==> config.mk <==
export PLATFORM = sky130hd
export DESIGN_NAME = tfieb_bank
export DESIGN_NICKNAME = d
export VERILOG_FILES = /design/src/hw/tfieb_pkg.sv /design/src/hw/tfieb_bank.sv
export SDC_FILE = /design/constraint.sdc
export NUM_CORES = 1
export LEC_CHECK = 0
export BUFFER_PORTS_ARGS = -buffer_cell sky130_fd_sc_hd__buf_4
export CORE_ASPECT_RATIO = 0.8
export CORE_MARGIN = 2
export CORE_UTILIZATION = 30
export CTS_CLUSTER_DIAMETER = 80
export DETAILED_ROUTE_END_ITERATION = 12
export HOLD_SLACK_MARGIN = 0.08
export SLEW_MARGIN = 10
export SYNTH_ARGS = -nofsm -noshare
export SYNTH_HDL_FRONTEND = slang
export SYNTH_SLANG_ARGS = --single-unit
==> constraint.sdc <==
create_clock -name MCLK_IN -period 2.93 [get_ports MCLK_IN]
set_clock_uncertainty 0.1 [all_clocks]
set_input_delay 0.293 -clock MCLK_IN [delete_from_list [all_inputs] [get_ports MCLK_IN]]
set_output_delay 0.293 -clock MCLK_IN [all_outputs]
set_load 0.01 [all_outputs]
==> src/hw/tfieb_pkg.sv <==
// constants and carrier types for the filter interrupt enable bank
// assumes one system clock; registers sit at fixed offsets behind the host slave port
// Operation
// RL1: enable-low register holds error irq enables, filter channels 0..31 at bits 0..31, reset 0.
// RL2: enable-high register at 0x130 holds error enables for channels 32..63, reset 0.
// RL3: status at 0x134 holds eight capture flags; hardware sets, software writes 1 to clear.
// RL4: bits 31..8 of capture status and enable read zero; bits 7..0 reset 0.
// RL5: enable at 0x138 holds per-channel capture-done interrupt enables, channels 0..7.
// RL6: enable-low register for filter channels 0..31 sits at offset 0x12c.
// RL7: irq asserts when any flag and its enable are set; masking keeps flags.
package tfieb_pkg;
	localparam int TFIEB_ADDR_W = 12;
	localparam int TFIEB_DATA_W = 32;
	localparam int TFIEB_FILT_CH = 64;
	localparam int TFIEB_CREF_CH = 8;
	localparam logic [11:0] TFIEB_OFS_FAULT_EN_LO = 12'h12c;
	localparam logic [11:0] TFIEB_OFS_FAULT_EN_HI = 12'h130;
	localparam logic [11:0] TFIEB_OFS_CREF_STS = 12'h134;
	localparam logic [11:0] TFIEB_OFS_CREF_EN = 12'h138;
	localparam logic [31:0] TFIEB_RST_WORD = 32'h0000_0000;
	localparam logic [7:0] TFIEB_RST_CREF = 8'h00;
	localparam logic [23:0] TFIEB_RSVD_ZERO = 24'h000000;
	localparam int TFIEB_TRANS_ACT_BIT = 1;
	localparam logic TFIEB_RESP_OKAY = 1'b0;

	typedef struct packed {
		logic sel;
		logic [1:0] trans;
		logic write;
		logic ready;
		logic [11:0] addr;
	} tfieb_bus_req_t;
endpackage : tfieb_pkg

==> src/hw/tfieb_bank.sv <==
// filter error enables and clock reference capture flags with irq output
// assumes a zero-wait 32-bit host slave; capture pulses come from same-clock logic
module tfieb_bank
	import tfieb_pkg::*;
(
	input wire logic MCLK_IN,
	input wire logic RST_IN,
	input wire logic HSEL_IN,
	input wire logic [11:0] HADDR_IN,
	input wire logic [1:0] HTRANS_IN,
	input wire logic HWRITE_IN,
	input wire logic HREADY_IN,
	input wire logic [31:0] HWDATA_IN,
	output logic [31:0] HRDATA_OUT,
	output logic HREADYOUT_OUT,
	output logic HRESP_OUT,
	input wire logic [7:0] CLOCK_REF_CAPTURE_DONE_IN,
	input wire logic [63:0] FILTER_FAULT_STS_IN,
	output logic [63:0] FILTER_FAULT_IRQ_EN_OUT,
	output logic IRQ_OUT
);
	tfieb_bus_req_t req;
	logic acc;
	logic wr_pend_r;
	logic wr_pend_nxt;
	logic [11:0] wr_addr_r;
	logic [11:0] wr_addr_nxt;
	logic [31:0] fault_en_lo_r;
	logic [31:0] fault_en_lo_nxt;
	logic [31:0] fault_en_hi_r;
	logic [31:0] fault_en_hi_nxt;
	logic [7:0] cref_sts_r;
	logic [7:0] cref_sts_nxt;
	logic [7:0] cref_en_r;
	logic [7:0] cref_en_nxt;
	logic [7:0] cref_clr;
	logic [31:0] rdata_r;
	logic [31:0] rdata_nxt;
	logic irq_r;
	logic irq_nxt;

	assign req = '{sel: HSEL_IN, trans: HTRANS_IN, write: HWRITE_IN,
		ready: HREADY_IN, addr: HADDR_IN};
	assign acc = req.sel && req.trans[TFIEB_TRANS_ACT_BIT] && req.ready;

	always_comb
	begin
		wr_pend_nxt = acc && req.write;
		wr_addr_nxt = acc ? req.addr : wr_addr_r;
		fault_en_lo_nxt = fault_en_lo_r;
		fault_en_hi_nxt = fault_en_hi_r;
		cref_en_nxt = cref_en_r;
		cref_clr = TFIEB_RST_CREF;
		if (wr_pend_r)
		begin
			case (wr_addr_r)
				TFIEB_OFS_FAULT_EN_LO: fault_en_lo_nxt = HWDATA_IN; // [RL1] [RL6]
				TFIEB_OFS_FAULT_EN_HI: fault_en_hi_nxt = HWDATA_IN; // [RL2]
				TFIEB_OFS_CREF_STS: cref_clr = HWDATA_IN[TFIEB_CREF_CH-1:0]; // [RL3]
				TFIEB_OFS_CREF_EN: cref_en_nxt = HWDATA_IN[TFIEB_CREF_CH-1:0]; // [RL5] [RL4]
				default: cref_clr = TFIEB_RST_CREF;
			endcase
		end
		// a capture in the clearing cycle survives
		cref_sts_nxt = (cref_sts_r & ~cref_clr) | CLOCK_REF_CAPTURE_DONE_IN; // [RL3]
		rdata_nxt = rdata_r;
		if (acc && !req.write)
		begin
			// read from next values so a write just before is seen
			case (req.addr)
				TFIEB_OFS_FAULT_EN_LO: rdata_nxt = fault_en_lo_nxt;
				TFIEB_OFS_FAULT_EN_HI: rdata_nxt = fault_en_hi_nxt;
				TFIEB_OFS_CREF_STS: rdata_nxt = {TFIEB_RSVD_ZERO, cref_sts_nxt}; // [RL4]
				TFIEB_OFS_CREF_EN: rdata_nxt = {TFIEB_RSVD_ZERO, cref_en_nxt}; // [RL4]
				default: rdata_nxt = TFIEB_RST_WORD;
			endcase
		end
		// masking gates only the output, flags stay
		irq_nxt = (|(cref_sts_nxt & cref_en_nxt))
			|| (|(FILTER_FAULT_STS_IN & {fault_en_hi_nxt, fault_en_lo_nxt})); // [RL7]
	end

	always_ff @(posedge MCLK_IN)
	begin
		if (RST_IN)
		begin
			wr_pend_r <= 1'b0;
			wr_addr_r <= 12'h000;
			fault_en_lo_r <= TFIEB_RST_WORD;
			fault_en_hi_r <= TFIEB_RST_WORD;
			cref_sts_r <= TFIEB_RST_CREF;
			cref_en_r <= TFIEB_RST_CREF;
			rdata_r <= TFIEB_RST_WORD;
			irq_r <= 1'b0;
		end
		else
		begin
			wr_pend_r <= wr_pend_nxt;
			wr_addr_r <= wr_addr_nxt;
			fault_en_lo_r <= fault_en_lo_nxt;
			fault_en_hi_r <= fault_en_hi_nxt;
			cref_sts_r <= cref_sts_nxt;
			cref_en_r <= cref_en_nxt;
			rdata_r <= rdata_nxt;
			irq_r <= irq_nxt;
		end
	end

	assign HRDATA_OUT = rdata_r;
	assign HREADYOUT_OUT = 1'b1;
	assign HRESP_OUT = TFIEB_RESP_OKAY;
	assign FILTER_FAULT_IRQ_EN_OUT = {fault_en_hi_r, fault_en_lo_r};
	assign IRQ_OUT = irq_r;

	// per capture channel: clear, set beats clear, hold, irq raise
	for (genvar ch = 0; ch < TFIEB_CREF_CH; ch++)
	begin : g_cref_chk

	end

	// per filter channel: enabled fault raises irq
	for (genvar fc = 0; fc < TFIEB_FILT_CH; fc++)
	begin : g_fault_chk

	end
endmodule : tfieb_bank

==> results.py <==
metrics = {
    "hold_path": {
        "min_from": "HWDATA_IN[3]",
        "worstHoldEndpoint": "fault_en_hi_r[3]$_SDFF_PP0_",
        "hold_path.class": "in2reg",
        "hold_depth": 3,
    },
    "die": {
        "die_area_sq_mm": 0.01954,
        "die_h_um": 125.4,
        "core-area_sq_mm": 0.01811,
        "fp.dieW_um": 155.8,
        "initial_core_util_pct": 30.53,
        "ioPinCount": 222,
        "rows": 44,
    },
    "synthesis": {
        "synthTopCellsByCount": "dfxtp_1, nor2_1, mux2i_1",
        "yosysMostFrequentCell": "dfxtp_1",
        "yosysWarnings": 0,
        "synth_cell_types": 51,
        "yosysTopAreaCell": "dfxtp_1",
        "synth_edf_count": 0,
        "synthesis.area_sq_mm": 0.005529,
        "ys.flop_type": "dfxtp_1",
        "yosysSeqAreaShare_pct": 45.62,
        "synth_area_leaders": "dfxtp_1, mux2i_1, nor2_1, o22ai_1, nand2_1",
        "synth_cells": 637,
        "syn_avg_cell_area_sq_um": 8.680,
        "ys_async_sr_fraction_pct": 0,
        "synth_nets": 760,
        "netlist.area_leader.share_pct": 45.62,
        "ys_ff_latch": 126,
    },
    "final_layout": {
        "design_area_sq_mm": 0.009112,
        "fillers": 1706,
        "diodes": 0,
        "area_growth_pct": 64.81,
        "layout-drive-gt1-share_pct": 38.85,
        "final_util_pct": 50.31,
        "fin_nets": 1066,
    },
    "critical_path": {
        "required_ps": 3090,
        "worstPathMaxFanout": 4,
        "reg2reg_depth": 7,
        "startpoint_type": "register",
        "crit_slowest_cell": "or4_4",
        "critPathCaptureType": "register",
        "critical_path_class": "reg2reg",
        "critPathArrivalTime_ps": 3230,
        "rr_endpoint": "IRQ_OUT$_SDFF_PP0_",
        "reg2reg_from": "wr_addr_r[0]$_SDFFE_PP0P_",
        "crit_chain": "or4b_4, or4_4, mux2_4, a2111oi_4, or4b_4, nor3_2, a41oi_1",
        "max_stage_delay_ps": 590,
        "cpMostUsedCell": "or4b_4",
        "setup.reg_to_reg.worst_slack_ps": -130,
    },
    "detailed_routing": {
        "vias_per_cell": 5.051,
        "drc": 0,
        "ant_nets": 0,
        "totalWireLength_mm": 23.07,
        "first_pass_iters": 5,
        "wl_per_cell_um": 19.47,
        "via_count": 5986,
        "drtIter0Drc": 469,
    },
    "timing": {
        "finalSetupViolations": 1,
        "drv_slew": 0,
        "fin_ws_ps": -133.6,
        "tightest_slew_ps": 783.8,
        "timing.final.crit_share_pct": 104.6,
        "fin_setup_tns_ps": -133.6,
        "hold_viol_final": 0,
        "period_minus_slack_ps": 3064,
        "fmax_mhz": 326.4,
        "rsz0062_at_grt": "yes",
        "relSlewSlack_pct": 47.75,
    },
    "grt": {
        "grt_pass1_wl_mm": 33.82,
        "grt_pass1_vias": 5805,
        "grt_max_degree": 69,
        "grtUsageTotal_pct": 23.16,
        "grt_overflow": 0,
        "antenna_found_initial": 0,
    },
    "cts": {
        "cts_max_path_buffers": 2,
        "cts_inserted_buffers": 17,
        "cts_tree": "built",
        "cts.clk_slew.worst_paths_ps": 60,
        "clkSinkCount": 126,
        "cts_root_buffer": "clkbuf_16",
        "htree_num_levels": 4,
        "clk_latency_ps": 430,
    },
    "run": {
        "max_cap_viol_count": 0,
    },
    "power": {
        "pwr_density_cell_mw_per_mm2": 452.9,
        "peakVddDrop_v": 0.0003766,
        "leakage_uw": 0.004294,
    },
    "run_status": {
        "violations": "setup timing",
        "outcome": "complete, but fails checks",
    },
    "placement": {
        "io_buffer_count": 218,
        "gp_congestion": 0.8605,
        "pre_cts_slack_ps": -427.7,
        "hpwl_mm": 16.91,
        "place_area_sq_mm": 0.007901,
    },
}
## cells by family after synthesis
logic type                count (synthesis)  synth area share, %
other                                     2               0.1358
DFF                                     126                45.62
xor gates and xnor gates                  1               0.1584
AOI/OAI and AO/OA                       131                15.71
muxes                                    80                14.73
buffers and inverters                    81                5.861
and+or+nand+nor                         216                17.79
## cell usage in the layout (no fill, tap or decap), drive strengths merged, types with 4 or more instances in the layout
cell type    instances
nand2               55
inv                 38
clkbuf              25
nand2b               9
mux2                 8
nor2               116
a22oi               26
nor4                 6
o31ai                5
nand3b               4
mux2i               72
dlygate4sd3         30
nor2b                5
clkinv               4
dfxtp              126
buf                299
o22ai               48
a21oi               29
## layout make-up
class                   count  area, sq um  area share (%)
well taps                 230        287.8           3.158
repair buffers            330         2639           28.96
inverters                  38        142.6           1.565
clock inverters             6        83.83          0.9200
multi-input cells         430         2952           32.39
flip-flops and latches    126         2522           27.68
clock buffers              25        485.5           5.327
## through the flow
stage,cells,hold slack (ps),power [uW]
finish,1185,103.7,4127
global route,1185,117.6,4252
CTS,1182,80.66,4146
detailed placement,1120,345.2,2035
global placement,1120,342.4,2037
floorplan,637,329.0,1846
## metal layers
layer  wire [um]  up-vias  global-route usage, %
met4         431        0                  6.800
met3        1710       34                  6.239
li1            -     2855                      -
met1       10340     2844                  31.20
met2       10590      253                  36.41
met5           0        -                      0
## where the power goes
group | internal, uW | leakage [uW] | switching (uW)
combinational | 164 | 0.00299 | 146
sequential | 1730 | 0.00102 | 4.68
clock | 1310 | 0.000281 | 774
## flip-flops by register name, indices dropped and copies added, names as in the netlist
name	cells
cref_sts_r	8
fault_en_lo_r	32
wr_pend_r	1
cref_en_r	8
IRQ_OUT	1
fault_en_hi_r	32
wr_addr_r	12
HRDATA_OUT	32
## how the worst max path moves through the flow
stage | start | to | slack (ps) | cells past startpoint
6_report | wr_addr_r[0]$_SDFFE_PP0P_ | IRQ_OUT$_SDFF_PP0_ | -130 | 7
5_1_grt | wr_addr_r[0]$_SDFFE_PP0P_ | IRQ_OUT$_SDFF_PP0_ | -230 | 7
4_1_cts | wr_addr_r[10]$_SDFFE_PP0P_ | IRQ_OUT$_SDFF_PP0_ | -130 | 7
3_5_place_dp | wr_addr_r[0]$_SDFFE_PP0P_ | IRQ_OUT$_SDFF_PP0_ | -430 | 8
3_3_place_gp | wr_addr_r[0]$_SDFFE_PP0P_ | IRQ_OUT$_SDFF_PP0_ | -380 | 8
2_1_floorplan | wr_addr_r[0]$_SDFFE_PP0P_ | IRQ_OUT$_SDFF_PP0_ | -170 | 9
## critical path, delay by kind of cell (launching register included)
family / cells / cell delay, ps
DFF: 1 / 310
AOI/OAI and AO/OA: 2 / 410
and+or+nand+nor: 4 / 1760
muxes: 1 / 340
## repair_timing
item | CTS | global route
hold endpoints to repair | 29 | 1
pin swaps | 7 | 7
gates resized for setup | 24 | 26
setup buffers | 1 | 2
gates cloned | 1 | 0
setup endpoints to repair | 6 | 5
hold buffers | 29 | 1
(Power assumes the default switching activity.)
